<file path="src/ppb_pkg.sv">
// Constants, register map and types shared by the port pin block
package ppb_pkg;
  localparam int NPORT = 6;
  localparam int PIDX_DATA = 0;
  localparam int PIDX_ADDR = 1;
  localparam int PIDX_P3 = 2;
  localparam int PIDX_P6 = 3;
  localparam int PIDX_P2 = 4;
  localparam int PIDX_P7 = 5;
  localparam int ADDR_W = 8;
  // Address layout: [6:4] port index, [1:0] field
  localparam logic [1:0] FLD_OUT = 2'h0;
  localparam logic [1:0] FLD_DIR = 2'h1;
  localparam logic [1:0] FLD_OD = 2'h2;
  localparam logic [1:0] FLD_IN = 2'h3;
  localparam logic [2:0] GRP_P5 = 3'h6;
  localparam logic [2:0] GRP_CTRL = 3'h7;
  localparam logic [7:0] OFS_BUS_CFG = 8'h70;
  localparam logic [7:0] OFS_IRQ_STAT = 8'h71;
  localparam logic [7:0] OFS_IRQ_MASK = 8'h72;
  localparam logic [7:0] OFS_RST_CTRL = 8'h73;
  localparam logic [7:0] OFS_P5_IN = 8'h63;
  // bus_config_reg fields
  localparam int CFG_EXT_EN = 0;
  localparam int CFG_MUX = 1;
  localparam int CFG_W16 = 2;
  localparam int CFG_ANY_DEMUX = 3;
  localparam int CFG_PWM3 = 4;
  localparam logic [4:0] CFG_RST = 5'h00;
  // Interrupt status fields
  localparam int ST_NMI = 0;
  localparam int ST_FX0 = 1;
  localparam logic [4:0] STAT_RST = 5'h00;
  localparam logic [15:0] PORT_RST = 16'h0000;
  // Implemented pins per port; bit 14 of port 3 has no pin
  localparam logic [15:0] MASK_DATA = 16'hffff;
  localparam logic [15:0] MASK_ADDR = 16'hffff;
  localparam logic [15:0] MASK_P3 = 16'hbfff;
  localparam logic [15:0] MASK_P6 = 16'h00ff;
  localparam logic [15:0] MASK_NIB = 16'h000f;
  localparam int MISSING_BIT14 = 14;
  localparam int PWM_BIT = 3;
  localparam int RST_DRIVE_CYCLES = 512;
  localparam int RST_CNT_W = 10;
  localparam logic [2:0] RST_HOLDOFF_CYCLES = 3'h4;
  localparam int WAKE_CNT_W = 16;
  typedef enum logic [1:0] {PM_RUN, PM_DOWN, PM_WAKE} ppb_pm_t;
endpackage

</file>
<file path="src/ppb_pin_bank.sv">
// Pin bank: input synchroniser plus driver selection for one port
`timescale 1ns/1ps
module ppb_pin_bank #(
  parameter int W = 16
) (
  input wire logic sys_clk_i,          // System clock
  input wire logic rst_i,              // Synchronous reset
  input wire logic [W-1:0] pin_i,      // Pin levels from pads
  input wire logic [W-1:0] out_val_i,  // Port output latch
  input wire logic [W-1:0] dir_i,      // 1 = output
  input wire logic [W-1:0] od_i,       // 1 = open drain
  input wire logic [W-1:0] claim_i,    // Bus owns pin
  input wire logic [W-1:0] bus_out_i,  // Bus drive value
  input wire logic [W-1:0] bus_oe_i,   // Bus drive enable
  output logic [W-1:0] pin_o,          // Pad output value
  output logic [W-1:0] pin_oe_o,       // Pad output enable
  output logic [W-1:0] sync_o          // Synchronised pin level
);
  typedef struct packed {
    logic [W-1:0] s1;
    logic [W-1:0] s2;
  } ppb_sync_t;
  ppb_sync_t st;
  ppb_sync_t next_st;

  always_comb begin
    next_st.s1 = pin_i;
    next_st.s2 = st.s1;
  end

  always_ff @(posedge sys_clk_i) begin
    if (rst_i) begin
      st <= '0;
    end else begin
      st <= next_st;
    end
  end

  assign sync_o = st.s2;
  // Bus ownership replaces the direction bits entirely
  // Input pins float; open drain never drives high
  assign pin_o = (claim_i & bus_out_i) | (~claim_i & out_val_i);
  assign pin_oe_o = (claim_i & bus_oe_i) | (~claim_i & dir_i & ~(od_i & out_val_i));
endmodule

</file>
<file path="src/ppb_port_pins.sv">
// Port pins with external bus overlay, reset pin, NMI and wake control
//
// Chosen here: the register addresses and the plain strobed port.
`timescale 1ns/1ps
module ppb_port_pins import ppb_pkg::*; #(
  parameter logic [WAKE_CNT_W-1:0] WAKE_DELAY_CYCLES = 16'h0400
) (
  input wire logic sys_clk_i,                 // System clock, 100 MHz
  input wire logic rst_i,                     // Synchronous reset
  input wire logic [ADDR_W-1:0] reg_addr_i,   // Register address
  input wire logic [15:0] reg_wdata_i,        // Register write data
  input wire logic reg_wr_i,                  // Write strobe
  input wire logic reg_rd_i,                  // Read strobe
  output logic [15:0] reg_rdata_o,            // Read data, cycle after strobe
  input wire logic [15:0] bus_addr_i,         // External bus address
  input wire logic [15:0] bus_wdata_i,        // External bus write data
  input wire logic bus_addr_phase_i,          // Mux address phase
  input wire logic bus_data_oe_i,             // Drive data phase
  output logic [15:0] bus_rdata_o,            // Synchronised data port
  input wire logic [15:0] bus_data_port_i,    // Data port pins in
  output logic [15:0] bus_data_port_o,        // Data port pins out
  output logic [15:0] bus_data_port_oe_o,     // Data port enables
  input wire logic [15:0] bus_address_port_i, // Address port pins in
  output logic [15:0] bus_address_port_o,     // Address port pins out
  output logic [15:0] bus_address_port_oe_o,  // Address port enables
  input wire logic [15:0] port3_i,            // Port 3 pins in
  output logic [15:0] port3_o,                // Port 3 pins out
  output logic [15:0] port3_oe_o,             // Port 3 enables
  input wire logic [7:0] port6_i,             // Port 6 pins in
  output logic [7:0] port6_o,                 // Port 6 pins out
  output logic [7:0] port6_oe_o,              // Port 6 enables
  input wire logic [3:0] port2_i,             // Port 2 pins 8..11 in
  output logic [3:0] port2_o,                 // Port 2 pins out
  output logic [3:0] port2_oe_o,              // Port 2 enables
  input wire logic [3:0] port7_i,             // Port 7 pins in
  output logic [3:0] port7_o,                 // Port 7 pins out
  output logic [3:0] port7_oe_o,              // Port 7 enables
  input wire logic [5:0] port5_i,             // Input-only port pins
  output logic [5:0] timer_in_o,              // Port 5 levels to timers
  input wire logic pwm_ch3_out_i,             // PWM channel 3 level
  input wire logic reset_in_n_i,              // Reset pin level
  output logic reset_in_n_o,                  // Reset pin drive value
  output logic reset_in_n_oe_o,               // Reset pin pull-down enable
  output logic reset_indication_n_o,          // Reset indication pin
  output logic chip_reset_o,                  // Reset to rest of chip
  input wire logic sw_reset_i,                // Software reset pulse
  input wire logic wdt_reset_i,               // Watchdog reset pulse
  input wire logic end_of_init_instr_i,       // End-of-init executed
  input wire logic nmi_n_i,                   // Non-maskable interrupt pin
  output logic nmi_trap_o,                    // NMI trap request pulse
  output logic [3:0] fast_ext_irq_o,          // Fast interrupt pulses
  input wire logic power_down_req_i,          // Enter power-down pulse
  output logic cpu_clk_en_o,                  // Clock enable to CPU
  output logic irq_o                          // Level interrupt
);
  typedef struct packed {
    logic [NPORT-1:0][15:0] out;
    logic [NPORT-1:0][15:0] dir;
    logic [NPORT-1:0][15:0] od;
    logic [4:0] cfg;
    logic [4:0] stat;
    logic [4:0] mask;
    logic [15:0] rdata;
    logic rst_drv;
    logic [RST_CNT_W-1:0] rst_cnt;
    logic [2:0] holdoff;
    logic ind_n;
    logic nmi_q;
    logic [3:0] fx_q;
    ppb_pm_t pm;
    logic [WAKE_CNT_W-1:0] wake_cnt;
    logic [10:0] drv_len;
  } ppb_state_t;

  ppb_state_t st;
  ppb_state_t next_st;

  function automatic logic [15:0] port_mask(input int idx);
    case (idx)
      PIDX_DATA: port_mask = MASK_DATA;
      PIDX_ADDR: port_mask = MASK_ADDR;
      PIDX_P3: port_mask = MASK_P3;
      PIDX_P6: port_mask = MASK_P6;
      default: port_mask = MASK_NIB;
    endcase
  endfunction

  // Only ports 3, 6, 2 and 7 have open-drain capability
  function automatic logic [15:0] od_mask(input int idx);
    od_mask = (idx == PIDX_DATA || idx == PIDX_ADDR) ? 16'h0000 : port_mask(idx);
  endfunction

  logic [NPORT-1:0][15:0] pin_in;
  logic [NPORT-1:0][15:0] pin_out;
  logic [NPORT-1:0][15:0] pin_oe;
  logic [NPORT-1:0][15:0] pin_sync;
  logic [NPORT-1:0][15:0] out_val;
  logic [NPORT-1:0][15:0] claim;
  logic [NPORT-1:0][15:0] bus_out;
  logic [NPORT-1:0][15:0] bus_oe;
  logic [5:0] p5_sync;
  logic [1:0] misc_sync;
  logic [1:0] misc_o;
  logic [1:0] misc_oe;
  logic ext;
  logic mux;
  logic w16;
  logic lo_addr;
  logic hi_addr;
  logic nmi_fall;
  logic [3:0] fx_fall;
  logic rst_pin_low;
  logic trigger;
  logic [15:0] rd_val;

  assign pin_in[PIDX_DATA] = bus_data_port_i;
  assign pin_in[PIDX_ADDR] = bus_address_port_i;
  assign pin_in[PIDX_P3] = port3_i;
  assign pin_in[PIDX_P6] = {8'h00, port6_i};
  assign pin_in[PIDX_P2] = {12'h000, port2_i};
  assign pin_in[PIDX_P7] = {12'h000, port7_i};

  // External bus overlay on the data and address ports
  assign ext = st.cfg[CFG_EXT_EN];
  assign mux = st.cfg[CFG_MUX];
  assign w16 = st.cfg[CFG_W16];
  assign lo_addr = mux & bus_addr_phase_i;
  assign hi_addr = mux & (~w16 | bus_addr_phase_i);

  always_comb begin
    claim = '0;
    bus_out = '0;
    bus_oe = '0;
    out_val = st.out;
    if (ext) begin
      // High byte stays general I/O only for 8-bit demultiplexed
      claim[PIDX_DATA] = {(w16 | mux) ? 8'hff : 8'h00, 8'hff};
      bus_out[PIDX_DATA][7:0] = lo_addr ? bus_addr_i[7:0] : bus_wdata_i[7:0];
      bus_out[PIDX_DATA][15:8] = hi_addr ? bus_addr_i[15:8] : bus_wdata_i[15:8];
      bus_oe[PIDX_DATA] = {{8{hi_addr | bus_data_oe_i}}, {8{lo_addr | bus_data_oe_i}}};
      if (~mux | st.cfg[CFG_ANY_DEMUX]) begin
        claim[PIDX_ADDR] = 16'hffff;
        bus_out[PIDX_ADDR] = bus_addr_i;
        bus_oe[PIDX_ADDR] = 16'hffff;
      end
    end
    if (st.cfg[CFG_PWM3]) begin
      out_val[PIDX_P7][PWM_BIT] = pwm_ch3_out_i;
    end
  end

  for (genvar g = 0; g < NPORT; g++) begin : g_bank
    ppb_pin_bank #(.W(16)) u_bank (
      .sys_clk_i(sys_clk_i),
      .rst_i(rst_i),
      .pin_i(pin_in[g]),
      .out_val_i(out_val[g]),
      .dir_i(st.dir[g]),
      .od_i(st.od[g]),
      .claim_i(claim[g]),
      .bus_out_i(bus_out[g]),
      .bus_oe_i(bus_oe[g]),
      .pin_o(pin_out[g]),
      .pin_oe_o(pin_oe[g]),
      .sync_o(pin_sync[g])
    );
  end

  // Input-only port: never enabled, so no driver exists
  ppb_pin_bank #(.W(6)) u_p5 (
    .sys_clk_i(sys_clk_i),
    .rst_i(rst_i),
    .pin_i(port5_i),
    .out_val_i(6'h00),
    .dir_i(6'h00),
    .od_i(6'h00),
    .claim_i(6'h00),
    .bus_out_i(6'h00),
    .bus_oe_i(6'h00),
    .pin_o(),
    .pin_oe_o(),
    .sync_o(p5_sync)
  );

  // Bit 0 is the reset pin, open drain pulled low while driving; bit 1 is NMI
  ppb_pin_bank #(.W(2)) u_misc (
    .sys_clk_i(sys_clk_i),
    .rst_i(rst_i),
    .pin_i({nmi_n_i, reset_in_n_i}),
    .out_val_i({1'b1, ~st.rst_drv}),
    .dir_i(2'b01),
    .od_i(2'b01),
    .claim_i(2'b00),
    .bus_out_i(2'b00),
    .bus_oe_i(2'b00),
    .pin_o(misc_o),
    .pin_oe_o(misc_oe),
    .sync_o(misc_sync)
  );

  assign nmi_fall = st.nmi_q & ~misc_sync[1];
  // Port 2 slice index 0..3 is pin 8..11, interrupt 0..3
  assign fx_fall = st.fx_q & ~pin_sync[PIDX_P2][3:0];
  // Our own pull-down echoes back late; the hold-off hides it
  assign rst_pin_low = ~misc_sync[0] & ~st.rst_drv & (st.holdoff == 3'h0);
  assign trigger = rst_pin_low | sw_reset_i | wdt_reset_i;

  always_comb begin
    rd_val = 16'h0000;
    if (reg_addr_i[6:4] < 3'(NPORT) && reg_addr_i[7] == 1'b0) begin
      case (reg_addr_i[1:0])
        FLD_OUT: rd_val = st.out[reg_addr_i[6:4]];
        FLD_DIR: rd_val = st.dir[reg_addr_i[6:4]];
        FLD_OD: rd_val = st.od[reg_addr_i[6:4]];
        default: rd_val = pin_sync[reg_addr_i[6:4]] & port_mask(int'(reg_addr_i[6:4]));
      endcase
      if (reg_addr_i[3:2] != 2'h0) begin
        rd_val = 16'h0000;
      end
    end else begin
      case (reg_addr_i)
        OFS_P5_IN: rd_val = {10'h000, p5_sync};
        OFS_BUS_CFG: rd_val = {11'h000, st.cfg};
        OFS_IRQ_STAT: rd_val = {11'h000, st.stat};
        OFS_IRQ_MASK: rd_val = {11'h000, st.mask};
        OFS_RST_CTRL: rd_val = {14'h0000, st.rst_drv, st.ind_n};
        default: rd_val = 16'h0000;
      endcase
    end
  end

  always_comb begin
    next_st = st;
    next_st.nmi_q = misc_sync[1];
    next_st.fx_q = pin_sync[PIDX_P2][3:0];
    next_st.rdata = reg_rd_i ? rd_val : st.rdata;
    if (st.holdoff != 3'h0) begin
      next_st.holdoff = st.holdoff - 3'h1;
    end
    if (reg_wr_i) begin
      for (int p = 0; p < NPORT; p++) begin
        if (reg_addr_i == {1'b0, 3'(p), 2'h0, FLD_OUT}) begin
          next_st.out[p] = reg_wdata_i & port_mask(p);
        end
        if (reg_addr_i == {1'b0, 3'(p), 2'h0, FLD_DIR}) begin
          next_st.dir[p] = reg_wdata_i & port_mask(p);
        end
        if (reg_addr_i == {1'b0, 3'(p), 2'h0, FLD_OD}) begin
          next_st.od[p] = reg_wdata_i & od_mask(p);
        end
      end
      case (reg_addr_i)
        OFS_BUS_CFG: next_st.cfg = reg_wdata_i[4:0];
        OFS_IRQ_STAT: next_st.stat = st.stat & ~reg_wdata_i[4:0];
        OFS_IRQ_MASK: next_st.mask = reg_wdata_i[4:0];
        default: next_st.cfg = next_st.cfg;
      endcase
    end
    // Set wins over a write-one-to-clear in the same cycle
    next_st.stat = next_st.stat | {fx_fall, nmi_fall};
    // Reset drive counter and reset indication
    if (st.rst_drv) begin
      next_st.drv_len = st.drv_len + 11'h001;
      if (st.rst_cnt == '0) begin
        next_st.rst_drv = 1'b0;
        next_st.holdoff = RST_HOLDOFF_CYCLES;
      end else begin
        next_st.rst_cnt = st.rst_cnt - 1'b1;
      end
    end else if (end_of_init_instr_i) begin
      next_st.ind_n = 1'b1;
    end
    if (trigger && !st.rst_drv) begin
      // Any reset source restores the port setup and starts the pull-down
      next_st.out = '0;
      next_st.dir = '0;
      next_st.od = '0;
      next_st.cfg = CFG_RST;
      next_st.stat = STAT_RST;
      next_st.mask = STAT_RST;
      next_st.rst_drv = 1'b1;
      next_st.rst_cnt = RST_CNT_W'(RST_DRIVE_CYCLES - 1);
      next_st.drv_len = 11'h001;
      next_st.ind_n = 1'b0;
      next_st.pm = PM_RUN;
    end else begin
      unique case (st.pm)
        PM_RUN: begin
          if (power_down_req_i) begin
            next_st.pm = PM_DOWN;
          end
        end
        PM_DOWN: begin
          if (fx_fall != 4'h0) begin
            next_st.pm = PM_WAKE;
            next_st.wake_cnt = WAKE_DELAY_CYCLES - 1'b1;
          end
        end
        PM_WAKE: begin
          if (st.wake_cnt == '0) begin
            next_st.pm = PM_RUN;
          end else begin
            next_st.wake_cnt = st.wake_cnt - 1'b1;
          end
        end
        default: next_st.pm = PM_RUN;
      endcase
    end
  end

  always_ff @(posedge sys_clk_i) begin
    if (rst_i) begin
      st <= '0;
      // Synchronisers restart at zero, so edge history does too; the hold-off
      // masks the reset pin until the synchroniser holds the real level
      st.holdoff <= RST_HOLDOFF_CYCLES;
      st.pm <= PM_RUN;
    end else begin
      st <= next_st;
    end
  end

  assign reg_rdata_o = st.rdata;
  assign bus_rdata_o = pin_sync[PIDX_DATA];
  assign bus_data_port_o = pin_out[PIDX_DATA];
  assign bus_data_port_oe_o = pin_oe[PIDX_DATA];
  assign bus_address_port_o = pin_out[PIDX_ADDR];
  assign bus_address_port_oe_o = pin_oe[PIDX_ADDR];
  assign port3_o = pin_out[PIDX_P3];
  assign port3_oe_o = pin_oe[PIDX_P3];
  assign port6_o = pin_out[PIDX_P6][7:0];
  assign port6_oe_o = pin_oe[PIDX_P6][7:0];
  assign port2_o = pin_out[PIDX_P2][3:0];
  assign port2_oe_o = pin_oe[PIDX_P2][3:0];
  assign port7_o = pin_out[PIDX_P7][3:0];
  assign port7_oe_o = pin_oe[PIDX_P7][3:0];
  assign timer_in_o = p5_sync;
  assign reset_in_n_o = misc_o[0];
  assign reset_in_n_oe_o = misc_oe[0];
  assign reset_indication_n_o = st.ind_n;
  assign chip_reset_o = st.rst_drv | ~misc_sync[0];
  assign nmi_trap_o = nmi_fall;
  assign fast_ext_irq_o = fx_fall;
  assign cpu_clk_en_o = (st.pm == PM_RUN);
  assign irq_o = |(st.stat & st.mask);
endmodule

</file>
<file path="config.mk">
export PLATFORM = sky130hd
export DESIGN_NAME = ppb_port_pins
export DESIGN_NICKNAME = d
export VERILOG_FILES = /design/src/ppb_pkg.sv /design/src/ppb_pin_bank.sv /design/src/ppb_port_pins.sv
export SDC_FILE = /design/constraint.sdc
export NUM_CORES = 1
export LEC_CHECK = 0
export BUFFER_PORTS_ARGS = -buffer_cell sky130_fd_sc_hd__buf_2
export CAP_MARGIN = 10
export CORE_MARGIN = 3
export CORE_UTILIZATION = 35
export CTS_CLUSTER_DIAMETER = 150
export DETAILED_ROUTE_END_ITERATION = 16
export SYNTH_ARGS = -nofsm -noshare
export SYNTH_HDL_FRONTEND = slang
export SYNTH_SLANG_ARGS = --single-unit
</file>
<file path="constraint.sdc">
create_clock -name sys_clk_i -period 2.41 [get_ports sys_clk_i]
set_input_delay 0.1205 -clock sys_clk_i [delete_from_list [all_inputs] [get_ports sys_clk_i]]
set_output_delay 0.1205 -clock sys_clk_i [all_outputs]
set_load 0.1 [all_outputs]
</file>
==> results of run 1 <==
-- synth_stat cells, drive strengths merged (5+ instances only) --
master / instances
nor4: 7
a311oi: 6
o31ai: 6
nor2b: 161
o21ai: 42
a21boi: 26
nand2b: 23
a221o: 5
nor3: 15
and3: 7
a31oi: 5
nand2: 189
inv: 36
dfxtp: 368
o221ai: 12
mux2: 24
nand3: 91
a211oi: 15
mux2i: 134
a22o: 8
or3: 5
a21o: 11
xor2: 5
or4: 9
mux4: 25
o22ai: 8
buf: 94
ha: 9
o2bb2ai: 12
clkbuf: 82
nor2: 102
nand4: 6
a21oi: 153
-- final timing paths --
path                                               start  slack (ns)  cells after the start                               endpoint
setup / recovery                        mux$_SDFFE_PP0P_        0.08                      5                 bus_address_port_o[14]
hold / removal                            reg_wdata_i[3]        0.06                      3               out_val[35]$_SDFFE_PP0P_
setup reg to reg                     st[11]$_SDFFE_PP0P_        0.17                      4                    st[24]$_SDFFE_PP0P_
hold reg to reg   g_bank[2].u_bank.next_st[0]$_SDFF_PP0_        0.43                      1  g_bank[2].u_bank.sync_o[0]$_SDFF_PP0_
-- per-stage QoR --
stage               total power [W]  hold slack [ns]
floorplan                   0.00773            0.249
global placement            0.00823            0.326
detailed placement          0.00827            0.332
CTS                          0.0149           0.0323
global route                 0.0153           0.0613
finish                       0.0147           0.0615
-- kinds of logic after synthesis --
logic type	count (synthesis)	share of synthesized area, %
AOI/OAI and AO/OA	335	13.1
xor gates and xnor gates	7	0.378
adders and majority gates	9	0.694
buffers and inverters	212	6.59
DFF	368	45.4
muxes	183	13.4
other	1	0.0231
and+or+nand+nor	639	20.4
-- per-layer routing --
layer  GRT usage [%]  part of all wire [%]
met2            33.0                    45
met3            4.43                   7.9
met4            5.94                   2.2
met1            29.3                    45
met5               0                 0.084
-- state kept, by name, summed over array words and instances (netlist names) --
| signal | count |
|---|---|
| reg_rdata_o | 16 |
| u_misc.sync_o | 2 |
| u_p5.next_st | 6 |
| u_p5.sync_o | 6 |
| out_val | 62 |
| reset_indication_n_o | 1 |
| mux | 1 |
| g_bank.u_bank.sync_o | 63 |
| ext | 1 |
| u_misc.next_st | 2 |
| g_bank.u_bank.next_st | 63 |
| st | 145 |
-- critical path: stages (launching register included) --
cell and delay [ns]:
dfxtp_2 0.47, inv_1 0.16, o21ai_4 0.19, buf_12 0.21, mux2_2 0.40, buf_12 0.17
-- where the power goes --
group,switching [W],internal [W],total (W)
clock network,0.00258,0.00388,0.00645
logic,0.00117,0.000681,0.00185
registers,0.000136,0.00629,0.00643
total,0.00388,0.0109,0.0147
-- cell type report --
cell class	instances	area, sq um
fillers	4301	24100
repair buffers	466	3860
clock inverters	16	185
diodes	1	2.50
clock buffers	58	1220
inverters	36	139
well taps	600	751
multi-input cells	1175	7910
flip-flops and latches	368	7370
-- timing repair --
action                                 in CTS  in global routing
gates resized for setup                     3                  3
setup endpoints to repair                  46                  6
endpoints found under the hold margin     167                  0
hold buffers                               86                  0
buffers inserted                            0                  3
==> results.json, run 1 <==
{
  "status": "finished clean",
  "rows": 78,
  "initial_utilization_pct": 35.6,
  "final_cell_mix": "365 x dfxtp_1, 254 x buf_2, 187 x nand2_1, 156 x nor2b_1, 153 x a21oi_1",
  "cts_tree": "yes",
  "htreeDepth": 2,
  "place_area_sq_mm": 0.0191,
  "setup_viol": 0,
  "rsz0062_at_grt": "no",
  "avgRoutedWirePerCell_um": 19.8,
  "cts_made_buffers": 41,
  "ys_seq_elements": 368,
  "dieArea_sq_mm": 0.0490,
  "yosys.area.top_type": "dfxtp_1",
  "grt_pass1_wl_um": 81400,
  "synth_edf_count": 0,
  "slew_headroom_pct": 47.6,
  "async_reset_ff_share_pct": 0,
  "placed_cells": 2556,
  "clock-sinks": 368,
  "place.gp.congestion": 0.906,
  "grt_pass1_vias": 13500,
  "final_nets": 2236,
  "leakagePower_nw": 8.81,
  "routed_wl_um": 53800,
  "worstMarginPinSlew_ns": 0.779,
  "first_iter_violations": 1193,
  "synth_top_cell_area_share_pct": 45.4,
  "cts_root_buffer": "clkbuf_16",
  "hold_viol": 0,
  "yosysSeqAreaShare_pct": 45.4,
  "detailed_place_hpwl_um": 38600,
  "drt_pass1_iterations": 7,
  "min_period_over_period_pct": 96.5,
  "drive_gt1_share_pct": 25.9,
  "post-place-ws_ns": 0.135,
  "crit_path_start_kind": "register",
  "avgSynthCellArea_sq_um": 9.25,
  "timing.setup.tns_ns": 0,
  "final_cells": 2720,
  "grt_antenna_before_repair": 3,
  "io_pins": 316,
  "clockBufferDepth": 3,
  "synth_top_flop_cell": "dfxtp_1",
  "dieWidth_um": 221,
  "die_y_um": 221,
  "finalCriticalPeriod_ns": 2.33,
  "crit_type": "register to primary output",
  "core_area_sq_mm": 0.0456,
  "hold_class": "input pin to register",
  "ir_drop_uv": 502,
  "arrival_ns": 2.21,
  "ys_top_cells_by_area": "dfxtp_1 45%, mux2i_1 8.3%, nor2b_1 6.2%, a21oi_1 4.7%, nand2_1 4.4%",
  "critPathCaptureType": "primary output",
  "p_per_area_mw_per_mm2": 687,
  "fin_area_sq_mm": 0.0214,
  "cp.required_ns": 2.29,
  "area_delta_synth_final_pct": 32.2,
  "finalMaxSlewViolations": 0,
  "cp_max_fo": 32,
  "final_util_pct": 47.0,
  "grt_max_degree": 146,
  "portBuffers": 312,
  "path_clk_slew_ns": 0.06,
  "clk_latency_ns": 0.55,
  "ant_nets": 0,
  "viasPerCell": 5.13,
  "synth_cell_types": 75,
  "synth_warnings": 0,
  "layout_commonest_cell": "dfxtp_1",
  "grtUsageTotal_pct": 21.0,
  "syn_inst": 1754,
  "setup_ws_ns": 0.0838,
  "cap_violations": 0,
  "drcViolationCount": 0,
  "syn_area_sq_mm": 0.0162,
  "num_vias": 13900,
  "skew_ns": 0.0180,
  "fmax_mhz": 430,
  "gr-total-overflow": 0
}
No activity file was read; power rests on OpenSTA's default activity.
==> run 2, diff against run 1 <==
--- a/config.mk
+++ b/config.mk
@@ -8,9 +8,10 @@
 export BUFFER_PORTS_ARGS = -buffer_cell sky130_fd_sc_hd__buf_2
 export CAP_MARGIN = 10
 export CORE_MARGIN = 3
-export CORE_UTILIZATION = 35
+export CORE_UTILIZATION = 45
 export CTS_CLUSTER_DIAMETER = 150
 export DETAILED_ROUTE_END_ITERATION = 16
+export PLACE_DENSITY = 0.7
 export SYNTH_ARGS = -nofsm -noshare
 export SYNTH_HDL_FRONTEND = slang
 export SYNTH_SLANG_ARGS = --single-unit
==> run 2 against run 1 <==
  * Die area down 22%
  * Worst hold slack worse by 0.028 ns
  * Highest routed layer unchanged
  * Critical path type unchanged
  * Global-route usage up 5.7 points
==> results.json, run 2 (synthesized netlist as in run 1, its figures left out) <==
{
  "slew_headroom_pct": 53.6,
  "path_clk_slew_ns": 0.06,
  "cts_root_buffer": "clkbuf_16",
  "min_period_over_period_pct": 95.2,
  "cp_max_fo": 14,
  "layout_commonest_cell": "dfxtp_1",
  "fmax_mhz": 436,
  "grt_max_degree": 75,
  "num_vias": 14400,
  "portBuffers": 312,
  "final_util_pct": 60.7,
  "detailed_place_hpwl_um": 37100,
  "avgRoutedWirePerCell_um": 21.0,
  "status": "finished clean",
  "leakagePower_nw": 8.79,
  "die_y_um": 196,
  "ir_drop_uv": 657,
  "drive_gt1_share_pct": 25.3,
  "largest_register_ffs": 145,
  "ant_nets": 0,
  "fill_cells": 2908,
  "crit_type": "register to primary output",
  "worstMarginPinSlew_ns": 0.697,
  "grt_pass1_vias": 14000,
  "finalMaxSlewViolations": 0,
  "largest_register": "st",
  "finalPower_w": 0.0144,
  "setup_ws_ns": 0.115,
  "hold_class": "input pin to register",
  "arrival_ns": 2.17,
  "skew_ns": 0.0126,
  "rows": 68,
  "grtUsageTotal_pct": 26.8,
  "drcViolationCount": 0,
  "cts_made_buffers": 39,
  "p_per_area_mw_per_mm2": 677,
  "final_cell_mix": "366 x dfxtp_1, 246 x buf_2, 188 x nand2_1, 156 x nor2b_1, 153 x a21oi_1",
  "hold_viol": 0,
  "drt_pass1_iterations": 6,
  "rsz0062_at_grt": "no",
  "routed_wl_um": 54000,
  "place.gp.congestion": 0.923,
  "dieArea_sq_mm": 0.0384,
  "timing.setup.tns_ns": 0,
  "finalCriticalPeriod_ns": 2.30,
  "initial_utilization_pct": 46.3,
  "critPathCaptureType": "primary output",
  "fin_area_sq_mm": 0.0213,
  "cts_tree": "yes",
  "cp.required_ns": 2.29,
  "viasPerCell": 5.58,
  "setup_viol": 0,
  "place_area_sq_mm": 0.0189,
  "first_iter_violations": 1068,
  "clk_latency_ns": 0.52,
  "cap_violations": 0,
  "core_area_sq_mm": 0.0351,
  "dieWidth_um": 196,
  "clock-sinks": 368,
  "htreeDepth": 2,
  "post-place-ws_ns": 0.102,
  "final_nets": 2239,
  "gr-total-overflow": 0,
  "grt_antenna_before_repair": 2,
  "clockBufferDepth": 3,
  "io_pins": 316,
  "grt_pass1_wl_um": 81800,
  "crit_path_start_kind": "register",
  "area_delta_synth_final_pct": 31.2
}
## run 2: cell count changes in the layout (fill, tap and decap cells not counted), moves of 2 or more
cell,before,now
buf_12,62,67
buf_2,254,246
buf_4,63,50
clkbuf_1,6,4
clkbuf_16,43,39
clkbuf_4,0,8
clkinv_4,3,0
clkinvlp_4,2,6
dlygate4sd3_1,86,98
## run 2: worst paths after layout
| check | from | end | slack, ns | depth (start not counted) |
|---|---|---|---|---|
| worst min register to register | g_bank[0].u_bank.next_st[9]$_SDFF_PP0_ | g_bank[0].u_bank.sync_o[9]$_SDFF_PP0_ | 0.44 | 1 |
| worst max register to register | st[35]$_SDFF_PP0_ | st[26]$_SDFFE_PP0P_ | 0.19 | 8 |
| worst min-delay path | reg_wdata_i[4] | st[212]$_SDFFE_PP0P_ | 0.03 | 3 |
| worst max-delay path | st[77]$_SDFFE_PP0P_ | bus_data_port_o[10] | 0.11 | 5 |
## run 2: layout make-up
class	count	area (sq um)	area share, %
clock buffer	51	1100	5.17
timing repair buffer	470	4000	18.8
clock inverter	17	180	0.847
antenna	1	2.50	0.0118
sequential	368	7370	34.6
multi-input combinational	1176	7920	37.2
inverter	36	139	0.653
tap	455	569	2.68
## run 2: per-stage QoR
stage,hold slack [ns],cells
after global placement,0.327,2404
after detailed placement,0.332,2404
final,0.0334,2574
after global routing,0.0331,2574
after floorplan,0.249,1755
after CTS,0.00971,2570
## run 2: where the power goes
part	leakage [nW]	switching [W]	internal, W	total, W
registers	3.00	0.000145	0.00629	0.00644
clock network	0.622	0.00252	0.00355	0.00607
logic	5.17	0.00119	0.000704	0.00190
## run 2: repair_timing
| action | 4_1_cts | 5_1_grt |
|---|---|---|
| setup buffers | 0 | 2 |
| hold endpoints to repair | 171 | 0 |
| hold buffers | 98 | 0 |
| resized for setup | 0 | 12 |
| endpoints found under the setup margin | 0 | 14 |
## run 2: critical path: stages (launching register included)
cell	delay, ns
dfxtp_1	0.42
o21ai_2	0.48
buf_4	0.32
nand2_1	0.07
o21ai_1	0.14
buf_12	0.21
## run 2: metal layers
layer	wire length, um	GRT usage (%)	share of wire [%]	vias up
met5	10	0	0.019	-
met4	1250	6.58	2.3	2
met3	4660	5.84	8.6	87
met2	25500	44.8	47	647
met1	22500	35.5	42	6900
li1	-	-	-	6732
